===== src/inc/pwm_art_defs.svh =====
// Constants of the eight-bit auto-reload PWM timer: map, fields, resets.
// What this block does
// - Four hidden compares reload from duty registers at overflow.
// - Output enable bit hands pin to PWM drive.
// - PWM period is 256 minus reload counts.
// - Overflow sets each enabled output per polarity.
// - Counter passing compare restores the opposite level.
// - PWM generation stops during HALT.
// - Overflow sets flag; flag and enable request interrupt.
// - Flag marks FFh wrap; status read clears it.
// - External mode overflows after 256 minus reload prescaled events.
// - Capture edge copies counter, sets flag, enabled interrupt.
// - Edge select bit picks falling or rising.
// - Captured value kept until software reads it.
// - Capture interrupt pends while flag set and enabled.
// - Capture latches two clock edges after the event.
// - HALT blocks capture; enabled edge still wakes device.
// - Clock select bit chooses CPU or external clock.
// - Prescale field divides input by two to power.
// - Run enable low freezes prescaler and counter.
// - Force reload loads counter, clears prescaler, reads zero.
// - Counter access register reads or writes live count.
// - Counter steps per prescaled tick, reload leaves prescaler.
// - Polarity bit inverts output levels immediately.
// - Reset clears counter, prescaler, selects CPU clock.
`ifndef PWM_ART_DEFS_SVH
`define PWM_ART_DEFS_SVH

// Register indices; the byte address on the bus is four times the index.
`define IDX_DUTY3      8'h31
`define IDX_DUTY2      8'h32
`define IDX_DUTY1      8'h33
`define IDX_DUTY0      8'h34
`define IDX_PWM_OUTPUT_CONTROL      8'h35
`define IDX_CSR        8'h36
`define IDX_CAR        8'h37
`define IDX_ARR        8'h38
`define IDX_ICCSR      8'h39
`define IDX_ICR1       8'h3a
`define IDX_ICR2       8'h3b

// Bus geometry.
`define AXI_ADDR_W     12
`define AXI_DATA_W     32
`define ADDR_IDX_HI    9
`define ADDR_IDX_LO    2
`define ADDR_TOP_HI    11
`define ADDR_TOP_LO    10
`define RESP_OKAY      2'b00
`define RESP_SLVERR    2'b10

// Control/status field positions.
`define CSR_EXT_CLK_SELECT       7
`define CSR_CC_HI      6
`define CSR_CC_LO      4
`define CSR_TCE        3
`define CSR_FORCE_RELOAD       2
`define CSR_OIE        1
`define CSR_OVF        0

// PWM control and capture control field positions.
`define PWM_OUTPUT_CONTROL_OE_LO    4
`define ICC_CS_LO      4
`define ICC_CIE_LO     2
`define ICC_CF_LO      0

// Sizes, limits and reset values.
`define NUM_PWM        4
`define NUM_CAP        2
`define PSC_W          7
`define CNT_MAX        8'hff
`define REG_RST        8'h00
`define PSC_RST        7'h00
`define PSC_ONE        7'h01
`define CNT_ONE        8'h01

`endif


===== src/inc/pwm_art_pkg.sv =====
// Types shared by the auto-reload PWM timer modules.
package pwm_art_pkg;

  // One eight-bit register value.
  typedef logic [7:0] reg8_t;

  // Prescaler input source.
  typedef enum logic {CLK_SRC_CPU, CLK_SRC_EXT} clk_src_t;

  // Write side of the register bus slave.
  typedef enum logic [1:0] {WR_COLLECT, WR_RESPOND} wr_state_t;

endpackage : pwm_art_pkg


===== src/inc/capture_if.sv =====
// Signals between the timer core and one input capture channel.
interface capture_if;
  logic                  pin;
  logic                  edge_sel;
  logic                  irq_en;
  logic                  halt;
  pwm_art_pkg::reg8_t    count;
  logic                  rd_clear;
  logic                  flag;
  pwm_art_pkg::reg8_t    value;
  logic                  irq;
  logic                  wake;

  modport core (output pin, output edge_sel, output irq_en, output halt,
                output count, output rd_clear, input flag, input value,
                input irq, input wake);
  modport chan (input pin, input edge_sel, input irq_en, input halt,
                input count, input rd_clear, output flag, output value,
                output irq, output wake);
endinterface : capture_if


===== src/hw/pwm_autoreload_timer.sv =====
// Eight-bit auto-reload PWM timer with capture, AXI4-Lite register slave.
`include "pwm_art_defs.svh"
module pwm_autoreload_timer
(
  input  wire logic                     clk_in,
  input  wire logic                     srst_in,
  input  wire logic [`AXI_ADDR_W-1:0]   s_axi_awaddr_in,
  input  wire logic                     s_axi_awvalid_in,
  output wire logic                     s_axi_awready_out,
  input  wire logic [`AXI_DATA_W-1:0]   s_axi_wdata_in,
  input  wire logic [3:0]               s_axi_wstrb_in,
  input  wire logic                     s_axi_wvalid_in,
  output wire logic                     s_axi_wready_out,
  output wire logic [1:0]               s_axi_bresp_out,
  output wire logic                     s_axi_bvalid_out,
  input  wire logic                     s_axi_bready_in,
  input  wire logic [`AXI_ADDR_W-1:0]   s_axi_araddr_in,
  input  wire logic                     s_axi_arvalid_in,
  output wire logic                     s_axi_arready_out,
  output wire logic [`AXI_DATA_W-1:0]   s_axi_rdata_out,
  output wire logic [1:0]               s_axi_rresp_out,
  output wire logic                     s_axi_rvalid_out,
  input  wire logic                     s_axi_rready_in,
  input  wire logic                     ext_clk_in,
  input  wire logic                     halt_in,
  input  wire logic [`NUM_CAP-1:0]      capture_input_in,
  output wire logic [`NUM_PWM-1:0]      pwm_out_out,
  output wire logic [`NUM_PWM-1:0]      pwm_out_en_n_out,
  output wire logic                     overflow_irq_out,
  output wire logic [`NUM_CAP-1:0]      capture_irq_out,
  output wire logic [`NUM_CAP-1:0]      capture_wake_out
);

  // Software visible state.
  logic [`NUM_PWM-1:0][7:0]   duty_cycle_reg_ff;
  pwm_art_pkg::reg8_t         pwm_output_control_ff;
  pwm_art_pkg::reg8_t         auto_reload_value_ff;
  pwm_art_pkg::clk_src_t      ext_clk_select_ff;
  logic [2:0]                 prescale_select_ff;
  logic                       counter_run_enable_ff;
  logic                       overflow_irq_en_ff;
  logic                       overflow_flag_ff;
  logic [`NUM_CAP-1:0]        capture_edge_select_ff;
  logic [`NUM_CAP-1:0]        capture_irq_en_ff;

  // Timer core state.
  pwm_art_pkg::reg8_t         cnt_ff;
  logic [`PSC_W-1:0]          psc_ff;
  logic [`NUM_PWM-1:0][7:0]   compare_shadow_ff;
  logic [`NUM_PWM-1:0]        raw_ff;
  logic [`NUM_PWM-1:0]        pwm_ff;
  logic                       ext_prev_ff;

  // Bus slave state.
  pwm_art_pkg::wr_state_t     wr_state_ff;
  logic                       aw_held_ff;
  logic                       w_held_ff;
  logic [`AXI_ADDR_W-1:0]     aw_addr_ff;
  pwm_art_pkg::reg8_t         w_data_ff;
  logic                       w_lane0_ff;
  logic [1:0]                 bresp_ff;
  logic                       rvalid_ff;
  logic [`AXI_DATA_W-1:0]     rdata_ff;
  logic [1:0]                 rresp_ff;

  // Write decode: a write happens once address and data are both held.
  logic [7:0]                 wr_idx;
  logic                       wr_fire;
  logic                       wr_mapped;
  logic                       wr_ok;
  logic                       wr_duty3;
  logic                       wr_duty2;
  logic                       wr_duty1;
  logic                       wr_duty0;
  logic                       wr_pwm_output_control;
  logic                       wr_csr;
  logic                       wr_car;
  logic                       wr_arr;
  logic                       wr_iccsr;
  logic                       force_reload;

  assign wr_idx    = aw_addr_ff[`ADDR_IDX_HI:`ADDR_IDX_LO];
  assign wr_fire   = (wr_state_ff == pwm_art_pkg::WR_COLLECT)
                     & aw_held_ff & w_held_ff;
  assign wr_mapped = (aw_addr_ff[`ADDR_TOP_HI:`ADDR_TOP_LO] == 2'b00)
                     & (wr_idx >= `IDX_DUTY3) & (wr_idx <= `IDX_ICR2);
  assign wr_ok     = wr_fire & wr_mapped & w_lane0_ff;
  assign wr_duty3  = wr_ok & (wr_idx == `IDX_DUTY3);
  assign wr_duty2  = wr_ok & (wr_idx == `IDX_DUTY2);
  assign wr_duty1  = wr_ok & (wr_idx == `IDX_DUTY1);
  assign wr_duty0  = wr_ok & (wr_idx == `IDX_DUTY0);
  assign wr_pwm_output_control  = wr_ok & (wr_idx == `IDX_PWM_OUTPUT_CONTROL);
  assign wr_csr    = wr_ok & (wr_idx == `IDX_CSR);
  assign wr_car    = wr_ok & (wr_idx == `IDX_CAR);
  assign wr_arr    = wr_ok & (wr_idx == `IDX_ARR);
  assign wr_iccsr  = wr_ok & (wr_idx == `IDX_ICCSR);
  // The reload bit acts as a one-shot and is never stored.
  assign force_reload = wr_csr & w_data_ff[`CSR_FORCE_RELOAD];

  // Read decode; the side effects of a read fire on its address handshake.
  logic [7:0]                 rd_idx;
  logic                       ar_fire;
  logic                       rd_mapped;
  logic                       rd_csr;
  logic [`NUM_CAP-1:0]        rd_icr;
  pwm_art_pkg::reg8_t         rd_csr_val;
  pwm_art_pkg::reg8_t         rd_iccsr_val;
  pwm_art_pkg::reg8_t         rd_val;

  assign rd_idx    = s_axi_araddr_in[`ADDR_IDX_HI:`ADDR_IDX_LO];
  assign ar_fire   = s_axi_arvalid_in & ~rvalid_ff;
  assign rd_mapped = (s_axi_araddr_in[`ADDR_TOP_HI:`ADDR_TOP_LO] == 2'b00)
                     & (rd_idx >= `IDX_DUTY3) & (rd_idx <= `IDX_ICR2);
  assign rd_csr    = ar_fire & rd_mapped & (rd_idx == `IDX_CSR);
  assign rd_icr[0] = ar_fire & rd_mapped & (rd_idx == `IDX_ICR1);
  assign rd_icr[1] = ar_fire & rd_mapped & (rd_idx == `IDX_ICR2);
  // The force reload position always reads back as zero.
  assign rd_csr_val = {ext_clk_select_ff, prescale_select_ff,
                       counter_run_enable_ff, 1'b0, overflow_irq_en_ff,
                       overflow_flag_ff};

  // Counter clocking: source select, prescaler taps and run gate.
  logic                       ext_rise;
  logic                       in_tick;
  logic                       psc_tick;
  logic [7:0]                 psc_div;
  logic [`PSC_W-1:0]          psc_mask;
  logic                       cnt_tick;
  logic                       overflow;

  // The external pin is sampled on the CPU clock, so it must run slower.
  assign ext_rise = ext_clk_in & ~ext_prev_ff;
  assign in_tick  = (ext_clk_select_ff == pwm_art_pkg::CLK_SRC_EXT)
                    ? ext_rise : 1'b1;
  assign psc_tick = in_tick & counter_run_enable_ff & ~halt_in;
  assign psc_div  = `CNT_ONE << prescale_select_ff;
  assign psc_mask = psc_div[`PSC_W-1:0] - `PSC_ONE;
  assign cnt_tick = psc_tick & ((psc_ff & psc_mask) == psc_mask);
  // Wrap from FFh; also counts external events in event mode.
  assign overflow = cnt_tick & (cnt_ff == `CNT_MAX);

  // Next counter and prescaler: software access wins over counting.
  pwm_art_pkg::reg8_t         nxt_cnt;
  logic [`PSC_W-1:0]          nxt_psc;
  logic [`NUM_PWM-1:0][7:0]   nxt_compare_shadow;
  logic [`NUM_PWM-1:0]        nxt_raw;
  logic [`NUM_PWM-1:0]        nxt_pwm;
  logic [`NUM_PWM-1:0]        out_en;
  logic [`NUM_PWM-1:0]        out_pol;

  assign nxt_cnt = wr_car       ? w_data_ff :
                   force_reload ? auto_reload_value_ff :
                   overflow     ? auto_reload_value_ff :
                   cnt_tick     ? cnt_ff + `CNT_ONE : cnt_ff;
  // Overflow leaves the prescaler counting on.
  assign nxt_psc = (wr_car | force_reload) ? `PSC_RST :
                   psc_tick ? psc_ff + `PSC_ONE : psc_ff;
  assign nxt_compare_shadow = overflow ? duty_cycle_reg_ff
                                       : compare_shadow_ff;
  assign out_en  = pwm_output_control_ff[`PWM_OUTPUT_CONTROL_OE_LO +: `NUM_PWM];
  assign out_pol = pwm_output_control_ff[`NUM_PWM-1:0];

  // Active phase runs from the reload point up to the compare value.
  always_comb
  begin
    for (int i = 0; i < `NUM_PWM; i++)
    begin
      nxt_raw[i] = (nxt_cnt <= nxt_compare_shadow[i]);
      nxt_pwm[i] = out_en[i] & (raw_ff[i] ^ out_pol[i]);
    end
  end

  // Capture channels.
  logic [`NUM_CAP-1:0]        cap_flag;
  logic [`NUM_CAP-1:0][7:0]   cap_value;

  for (genvar k = 0; k < `NUM_CAP; k++)
  begin : g_cap
    capture_if cap_bus ();
    assign cap_bus.pin      = capture_input_in[k];
    assign cap_bus.edge_sel = capture_edge_select_ff[k];
    assign cap_bus.irq_en   = capture_irq_en_ff[k];
    assign cap_bus.halt     = halt_in;
    assign cap_bus.count    = cnt_ff;
    assign cap_bus.rd_clear = rd_icr[k];
    assign cap_flag[k]      = cap_bus.flag;
    assign cap_value[k]     = cap_bus.value;
    assign capture_irq_out[k]  = cap_bus.irq;
    assign capture_wake_out[k] = cap_bus.wake;
    capture_channel u_chan
    (
      .clk_in  (clk_in),
      .srst_in (srst_in),
      .cap     (cap_bus.chan)
    );
  end

  assign rd_iccsr_val = {2'b00, capture_edge_select_ff, capture_irq_en_ff,
                         cap_flag};

  // Read data mux.
  always_comb
  begin
    case (rd_idx)
      `IDX_DUTY3: rd_val = duty_cycle_reg_ff[3];
      `IDX_DUTY2: rd_val = duty_cycle_reg_ff[2];
      `IDX_DUTY1: rd_val = duty_cycle_reg_ff[1];
      `IDX_DUTY0: rd_val = duty_cycle_reg_ff[0];
      `IDX_PWM_OUTPUT_CONTROL: rd_val = pwm_output_control_ff;
      `IDX_CSR:   rd_val = rd_csr_val;
      `IDX_CAR:   rd_val = cnt_ff;
      `IDX_ARR:   rd_val = auto_reload_value_ff;
      `IDX_ICCSR: rd_val = rd_iccsr_val;
      `IDX_ICR1:  rd_val = cap_value[0];
      `IDX_ICR2:  rd_val = cap_value[1];
      default:    rd_val = `REG_RST;
    endcase
  end

  // Software registers; only byte lane 0 of a word carries data.
  always_ff @(posedge clk_in)
  begin
    if (srst_in)
    begin
      duty_cycle_reg_ff      <= '0;
      pwm_output_control_ff  <= `REG_RST;
      auto_reload_value_ff   <= `REG_RST;
      ext_clk_select_ff      <= pwm_art_pkg::CLK_SRC_CPU;
      prescale_select_ff     <= 3'h0;
      counter_run_enable_ff  <= 1'b0;
      overflow_irq_en_ff     <= 1'b0;
      capture_edge_select_ff <= '0;
      capture_irq_en_ff      <= '0;
    end
    else
    begin
      if (wr_duty3) duty_cycle_reg_ff[3] <= w_data_ff;
      if (wr_duty2) duty_cycle_reg_ff[2] <= w_data_ff;
      if (wr_duty1) duty_cycle_reg_ff[1] <= w_data_ff;
      if (wr_duty0) duty_cycle_reg_ff[0] <= w_data_ff;
      if (wr_pwm_output_control) pwm_output_control_ff <= w_data_ff;
      if (wr_arr)   auto_reload_value_ff  <= w_data_ff;
      if (wr_csr)
      begin
        ext_clk_select_ff <= pwm_art_pkg::clk_src_t'(w_data_ff[`CSR_EXT_CLK_SELECT]);
        prescale_select_ff    <= w_data_ff[`CSR_CC_HI:`CSR_CC_LO];
        counter_run_enable_ff <= w_data_ff[`CSR_TCE];
        overflow_irq_en_ff    <= w_data_ff[`CSR_OIE];
      end
      if (wr_iccsr)
      begin
        capture_edge_select_ff <= w_data_ff[`ICC_CS_LO +: `NUM_CAP];
        capture_irq_en_ff      <= w_data_ff[`ICC_CIE_LO +: `NUM_CAP];
      end
    end
  end

  // Timer core; PWM levels freeze while the device halts.
  always_ff @(posedge clk_in)
  begin
    if (srst_in)
    begin
      cnt_ff            <= `REG_RST;
      psc_ff            <= `PSC_RST;
      compare_shadow_ff <= '0;
      raw_ff            <= '0;
      pwm_ff            <= '0;
      ext_prev_ff       <= 1'b0;
      overflow_flag_ff  <= 1'b0;
    end
    else
    begin
      cnt_ff            <= nxt_cnt;
      psc_ff            <= nxt_psc;
      compare_shadow_ff <= nxt_compare_shadow;
      ext_prev_ff       <= ext_clk_in;
      // A wrap in the same cycle as the clearing read is kept.
      overflow_flag_ff  <= overflow | (overflow_flag_ff & ~rd_csr);
      if (!halt_in)
      begin
        raw_ff <= nxt_raw;
        pwm_ff <= nxt_pwm;
      end
    end
  end

  assign pwm_out_out       = pwm_ff;
  assign pwm_out_en_n_out  = ~out_en;
  assign overflow_irq_out  = overflow_flag_ff & overflow_irq_en_ff;

  // Write channel: address and data are taken in either order.
  always_ff @(posedge clk_in)
  begin
    if (srst_in)
    begin
      wr_state_ff <= pwm_art_pkg::WR_COLLECT;
      aw_held_ff  <= 1'b0;
      w_held_ff   <= 1'b0;
      aw_addr_ff  <= '0;
      w_data_ff   <= `REG_RST;
      w_lane0_ff  <= 1'b0;
      bresp_ff    <= `RESP_OKAY;
    end
    else
    begin
      if (s_axi_awvalid_in && !aw_held_ff)
      begin
        aw_held_ff <= 1'b1;
        aw_addr_ff <= s_axi_awaddr_in;
      end
      if (s_axi_wvalid_in && !w_held_ff)
      begin
        w_held_ff  <= 1'b1;
        w_data_ff  <= s_axi_wdata_in[7:0];
        w_lane0_ff <= s_axi_wstrb_in[0];
      end
      case (wr_state_ff)
        pwm_art_pkg::WR_COLLECT:
          if (wr_fire)
          begin
            wr_state_ff <= pwm_art_pkg::WR_RESPOND;
            bresp_ff    <= wr_mapped ? `RESP_OKAY : `RESP_SLVERR;
          end
        pwm_art_pkg::WR_RESPOND:
          if (s_axi_bready_in)
          begin
            wr_state_ff <= pwm_art_pkg::WR_COLLECT;
            aw_held_ff  <= 1'b0;
            w_held_ff   <= 1'b0;
          end
        default: wr_state_ff <= pwm_art_pkg::WR_COLLECT;
      endcase
    end
  end

  // Read channel: one cycle from address handshake to data.
  always_ff @(posedge clk_in)
  begin
    if (srst_in)
    begin
      rvalid_ff <= 1'b0;
      rdata_ff  <= '0;
      rresp_ff  <= `RESP_OKAY;
    end
    else if (ar_fire)
    begin
      rvalid_ff <= 1'b1;
      rdata_ff  <= {24'h000000, rd_mapped ? rd_val : `REG_RST};
      rresp_ff  <= rd_mapped ? `RESP_OKAY : `RESP_SLVERR;
    end
    else if (s_axi_rready_in)
      rvalid_ff <= 1'b0;
  end

  assign s_axi_awready_out = ~aw_held_ff;
  assign s_axi_wready_out  = ~w_held_ff;
  assign s_axi_bvalid_out  = (wr_state_ff == pwm_art_pkg::WR_RESPOND);
  assign s_axi_bresp_out   = bresp_ff;
  assign s_axi_arready_out = ~rvalid_ff;
  assign s_axi_rvalid_out  = rvalid_ff;
  assign s_axi_rdata_out   = rdata_ff;
  assign s_axi_rresp_out   = rresp_ff;
endmodule : pwm_autoreload_timer


===== src/hw/capture_channel.sv =====
// One input capture channel with edge select and HALT wake-up.
`include "pwm_art_defs.svh"
module capture_channel
(
  input  wire logic  clk_in,
  input  wire logic  srst_in,
  capture_if.chan    cap
);

  logic               pin_ff;
  logic               det_ff;
  logic               flag_ff;
  pwm_art_pkg::reg8_t value_ff;
  logic               edge_now;
  logic               load;

  // Edge seen between the pin and its sampled copy; reused for wake-up.
  assign edge_now = cap.edge_sel ? (cap.pin & ~pin_ff)
                                 : (~cap.pin & pin_ff);
  // A capture never overwrites an unread value and never runs in HALT.
  assign load = det_ff & ~flag_ff & ~cap.halt;

  // Edge detected at the first clock edge, value latched at the second.
  always_ff @(posedge clk_in)
  begin
    if (srst_in)
    begin
      pin_ff   <= 1'b0;
      det_ff   <= 1'b0;
      flag_ff  <= 1'b0;
      value_ff <= `REG_RST;
    end
    else
    begin
      pin_ff   <= cap.pin;
      det_ff   <= edge_now;
      flag_ff  <= det_ff | (flag_ff & ~cap.rd_clear);
      if (load)
        value_ff <= cap.count;
    end
  end

  assign cap.flag  = flag_ff;
  assign cap.value = value_ff;
  // Pending as long as flagged and enabled, so software must read it.
  assign cap.irq   = flag_ff & cap.irq_en;
  // In HALT the wake request comes straight from the pin edge.
  assign cap.wake  = cap.halt & cap.irq_en & edge_now;
endmodule : capture_channel


===== config.mk =====
export PLATFORM = sky130hd
export DESIGN_NAME = pwm_autoreload_timer
export DESIGN_NICKNAME = d
export VERILOG_FILES = /design/src/inc/pwm_art_pkg.sv /design/src/inc/capture_if.sv /design/src/hw/pwm_autoreload_timer.sv /design/src/hw/capture_channel.sv
export VERILOG_INCLUDE_DIRS = /design/src /design/src/inc
export SDC_FILE = /design/constraint.sdc
export NUM_CORES = 1
export LEC_CHECK = 0
export ABC_AREA = 1
export BUFFER_PORTS_ARGS = -buffer_cell sky130_fd_sc_hd__clkbuf_2
export CORE_MARGIN = 2
export CORE_UTILIZATION = 55
export DETAILED_ROUTE_END_ITERATION = 8
export GPL_ROUTABILITY_DRIVEN = 0
export PLACE_DENSITY = 0.83
export SLEW_MARGIN = 0
export SYNTH_ARGS = -nofsm -noshare
export SYNTH_HDL_FRONTEND = slang
export SYNTH_HIERARCHICAL = 1
export SYNTH_SLANG_ARGS = --single-unit

===== constraint.sdc =====
create_clock -name clk_in -period 3.8 [get_ports clk_in]
set_input_delay 0.19 -clock clk_in [delete_from_list [all_inputs] [get_ports clk_in]]
set_output_delay 0.19 -clock clk_in [all_outputs]
set_load 0.01 [all_outputs]

; Word-level counts from Yosys, hierarchy flattened
; Cells that the tools add are included.
[totals]
ff_bits = 175
output_inout_bits = 54
elab_cells = 185
[classes]
n_addsub = 3
magnitude_cmp = 8
n_eq_ne = 25
shift = 1
mux = 23
bitwise = 74
reduce_logical = 11
[op_table]
columns = operator, count
row1 = $eq A8 B6 Y1 const B, 20
row2 = $pmux W8 S11, 1
row3 = $and A1 B1 Y1, 50
row4 = $mux W8, 5
row5 = $le A8 B8 Y1, 4
row6 = $mux W32, 1
row7 = $ge A8 B6 Y1 const B, 2
row8 = $le A8 B6 Y1 const B, 2
row9 = $not A1 Y1, 14
row10 = $mux W1, 11
row11 = $add A8 B1 Y8 const B, 1
row12 = $eq A8 B8 Y1 const B, 1
row13 = $mux W2, 4
row14 = $add A7 B1 Y7 const B, 1
row15 = $and A7 B7 Y7, 1
row16 = $eq A7 B7 Y1, 1
row17 = $shl A1 B3 Y7 const A, 1
row18 = $sub A7 B1 Y7 const B, 1
row19 = $logic_not A2 Y1, 3
row20 = $not A4 Y4, 1
row21 = $or A1 B1 Y1, 4
row22 = $pmux W2 S2, 1
row23 = $reduce_and A2 Y1, 2
row24 = $xor A1 B1 Y1, 4
row25 = other kinds (7), 9

; Longest topological paths before layout
[logic_depth]
ltp_word = 11
depth_mapped = 24
depth_no_buf = 23

; By module
; The synthesis kept the hierarchy.
[by_module_without_submodules]
columns = mod, instances, cells_each, area_each_um2
row1 = pwm_autoreload_timer, 1, 1101, 7805.0
row2 = capture_channel, 2, 68, 489.2

; Worst setup path after synthesis
; OpenSTA, ideal clock, no wires.
[synth_path]
path_type = reg2reg
from = reg prescale_select_ff[0]
to = reg raw_ff[2]
arrival_ns = 2.750
t_required_ns = 3.681
path_slack_ns = 0.931
stages_incl_launch_ff = 20
path_cell_list = dfxtp_1 > nor2_1 > nand2_1 > ha_1 > inv_1 > nand2_1 > nand2_1 > nor2_1 > nand3_2 > nor2_8 > nand4_4 > nand2_1 > nand2_1 > nand3_1 > nand2_1 > ha_1 > a21oi_1 > o21ai_0 > a21oi_1 > o221a_2
[synth_between]
elab_chain_len = 10
[synth_rtl]
columns = element, line
row1 = from (decl), pwm_autoreload_timer.sv:39  ; logic [2:0] prescale_select_ff;
row2 = from (signal assigned), pwm_autoreload_timer.sv:246  ; prescale_select_ff <= w_data_ff[`CSR_CC_HI:`CSR_CC_LO];
row3 = $shl A1 B3 Y7 (no source line) *, --
row4 = $sub A7 B1 Y7 (no source line) *, --
row5 = $and A7 B7 Y7, pwm_autoreload_timer.sv:138  ; assign cnt_tick = psc_tick & ((psc_ff & psc_mask) == psc_mask);
row6 = $eq A7 B7 Y1 *, pwm_autoreload_timer.sv:138
row7 = $and A1 B1 Y1 *, pwm_autoreload_timer.sv:138
row8 = $mux W8 / $and A1 B1 Y1 (equally long branches), "pwm_autoreload_timer.sv:154, pwm_autoreload_timer.sv:140"
row9 = $mux W8 *, pwm_autoreload_timer.sv:153  ; overflow ? auto_reload_value_ff :
row10 = $mux W8 *, pwm_autoreload_timer.sv:152  ; force_reload ? auto_reload_value_ff :
row11 = $mux W8 *, pwm_autoreload_timer.sv:151  ; assign nxt_cnt = wr_car ? w_data_ff :
row12 = net nxt_cnt[1], pwm_autoreload_timer.sv:143  ; pwm_art_pkg::reg8_t nxt_cnt;
row13 = $le A8 B8 Y1 *, pwm_autoreload_timer.sv:168  ; nxt_raw[i] = (nxt_cnt <= nxt_compare_shadow[i]);
row14 = to (signal assigned), pwm_autoreload_timer.sv:281  ; raw_ff <= nxt_raw;
row15 = to (decl), pwm_autoreload_timer.sv:50  ; logic [`NUM_PWM-1:0] raw_ff;
; The timed path passes the listed nets; every way through them passes the cells marked *.
; A chain may end at the register's enable or synchronous reset.

; Worst setup path after layout
[layout_path]
from = reg prescale_select_ff[2]
to = reg raw_ff[2]
; Same word-level chain as after synthesis.

==> flow_summary.json <==
{
  "firstDrtPassIters": 5,
  "initial_core_util": 0.5570,
  "leakage_nw": 4.079,
  "clock-sinks": 170,
  "status": "finished, final reports clean",
  "synth_top_area_frac": 0.3875,
  "dr_wl_met3_um": 2546,
  "yosys-top-cells-area": "dfxtp_1, nand2_1, a21oi_1",
  "cts.clk_slew.worst_paths_ns": 0.06,
  "period_needed_ns": 3.387,
  "first_global_vias": 7535,
  "skew_ns": 0.006359,
  "top_layer": "met4",
  "path_cells": "inv_2 > nand2_1 > ha_1 > inv_1 > nand2_1 > nand2_1 > nor2_1 > nand3_2 > nor2_8 > nand4_4 > nand2_1 > nand2_1 > nand3_1 > nand2_1 > inv_1 > ha_1 > a21oi_1 > o21ai_0 > a21oi_1 > o221a_2",
  "fp.coreArea_sq_mm": 0.01577,
  "dp_hpwl_um": 17020,
  "grtUsageTotal": 0.2873,
  "crit_path_top_delay_cell": "dfxtp_1",
  "syn_area_per_cell_sq_um": 7.101,
  "cp_top_family": "simple AND/OR/NAND/NOR gates",
  "powerDensity_mw_per_mm2": 406.8,
  "die_h_um": 130.4,
  "hold_class": "input port to register",
  "m1WireLength_um": 9619,
  "clock-root-buffer": "clkbuf_16",
  "fp.dieW_um": 130.4,
  "cp_num_buf_inv": 3,
  "vdd_drop_max_v": 0.0003747,
  "drt-total-wl_um": 24110,
  "synthTopCellsByCount": "nand2_1, dfxtp_1, inv_1, nor2_1, a21oi_1",
  "wl_per_cell_um": 15.83,
  "crit_path_start": "prescale_select_ff[2]",
  "rsz0062_at_grt": "no",
  "place.port_buffers": 67,
  "critPathArrivalTime_ns": 3.77,
  "syn-cell-area_sq_mm": 0.008783,
  "rows": 46,
  "pre_cts_ws_ns": 0.3891,
  "cts_tree": "yes",
  "startpoint_type": "register",
  "max_freq_mhz": 295.3,
  "worst_pin_slew_ns": 1.072,
  "syn_inst": 1237,
  "syn_to_final_growth_pct": 12.01,
  "synth.distinct_cells": 44,
  "drc": 0,
  "ys_async_sr_fraction": 0,
  "reg2reg_slack_ns": 0.41,
  "crit_type": "register to register",
  "worstHoldStart": "s_axi_awaddr_in[9]",
  "drt-initial-drc-count": 917,
  "max-slew-margin-rel": 0.2846,
  "numCtsBuffers": 17,
  "layout_setup_ws_ns": 0.4131,
  "setup_viol": 0,
  "synth_edf_count": 0,
  "antenna_found_initial": 0,
  "via_per_inst": 5.519,
  "finalCritPeriodShare": 0.8913,
  "grt_overflow": 0,
  "ys_ff_latch": 170,
  "cap_violations": 0,
  "met2_length_um": 10940,
  "synth-main-ff-cell": "dfxtp_1",
  "endpoint_kind": "register",
  "diodes": 0,
  "yosysTopAreaCell": "dfxtp_1",
  "r2r-start": "prescale_select_ff[2]",
  "critical-path-max-stage-delay_ns": 0.38,
  "final-hold-violation-count": 0,
  "cts_max_path_buffers": 2,
  "vias": 8405,
  "insertion_delay_ns": 0.44,
  "htreeDepth": 4,
  "grt_pass1_wl_um": 37210,
  "worstPathMaxFanout": 8,
  "drv_slew": 0,
  "ys_seq_area_frac": 0.3875,
  "setup_tns_ns": 0,
  "die_area_sq_mm": 0.01700,
  "pin_count": 125,
  "crit_required_ns": 4.19,
  "antenna_left": 0,
  "yosys_warnings": 6,
  "synth_most_common_cell": "nand2_1",
  "path_common_cell": "nand2_1",
  "drive_gt1_frac": 0.1186,
  "nets": 1401,
  "grt_start_max_net_pins": 75
}
-- power breakdown --
group	total [mW]	switching (mW)	internal, mW	leakage [nW]
Combinational	0.207	0.142	0.0648	2.39
Clock	1.93	0.730	1.20	0.315
Sequential	1.86	0.0464	1.81	1.38
-- per-layer routing --
| metal | GRT usage | up-vias |
|---|---|---|
| met3 | 0.08591 | 77 |
| met4 | 0.1408 | 0 |
| met1 | 0.3595 | 3816 |
| li1 | - | 4104 |
| met2 | 0.4552 | 408 |
| met5 | 0 | - |
-- path summary, 6_finish.rpt --
| path | cells after the start | endpoint |
|---|---|---|
| setup reg to reg | 20 | raw_ff[2] |
| setup / recovery | 20 | raw_ff[2] |
| hold / removal | 3 | aw_addr_ff[9] |
| hold reg to reg | 2 | s_axi_rdata_out[0] |
-- tightest hold or removal path, delay by kind of cell --
family | cells | cell delay [ns]
buffers and inverters | 1 | 0.07
AOI/OAI and AO/OA | 2 | 0.17
-- metrics by stage --
step	std cells	total power [mW]	instance area [sq um]	hold WS, ns	util
3_3_place_gp	1480	2.085	9069	0.4005	0.5751
3_5_place_dp	1480	2.089	9069	0.4142	0.5751
5_1_grt	1523	4.115	9838	0.05025	0.6239
4_1_cts	1522	4.000	9828	0.01972	0.6232
2_1_floorplan	1262	2.031	8877	0.2591	-
6_report	1523	4.003	9838	0.03041	0.6239
-- cell families after synthesis --
logic type	synth area share
compound gates	0.1929
xor+xnor	0.005983
fa+ha+maj	0.04986
buf+inv	0.1316
flops	0.3875
other cells	0.0004269
simple gates	0.2318
-- cells in the final DEF, fill, tap and decap left out, types with 17 or more instances in the layout --
master,instances
nand2_1,181
inv_1,170
dfxtp_1,170
nor2_1,150
a21oi_1,133
o21ai_0,104
clkbuf_2,67
nand3_1,64
ha_1,35
conb_1,26
o22ai_1,19
o21ai_1,18
clkbuf_16,17
-- sequential cells by signal, indices dropped and copies added (netlist names), 3 cells and up --
signal and count:
compare_shadow_ff 32, duty_cycle_reg_ff 32, g_cap.u_chan/cap.value 16, aw_addr_ff 10
auto_reload_value_ff 8, cnt_ff 8, pwm_output_control_ff 8, s_axi_rdata_out 8
w_data_ff 8, psc_ff 7, pwm_out_out 4, raw_ff 4
prescale_select_ff 3
-- area by class of cell --
type	instances	area [sq um]
clock buffers	22	464.2
repair buffers	84	490.5
flip-flops and latches	170	3403
multi-input cells	835	4320
clock inverters	9	185.2
inverters	187	704.4
fillers	1403	5932
well taps	216	270.3
-- timing repair --
action                                 4_1_cts  5_1_grt
setup buffers                                0        1
endpoints found under the hold margin       11        0
hold buffers                                11        0
setup endpoints to repair                    0        3
gates resized for setup                      0        1
Note: power is estimated with default switching activity, not from simulation.
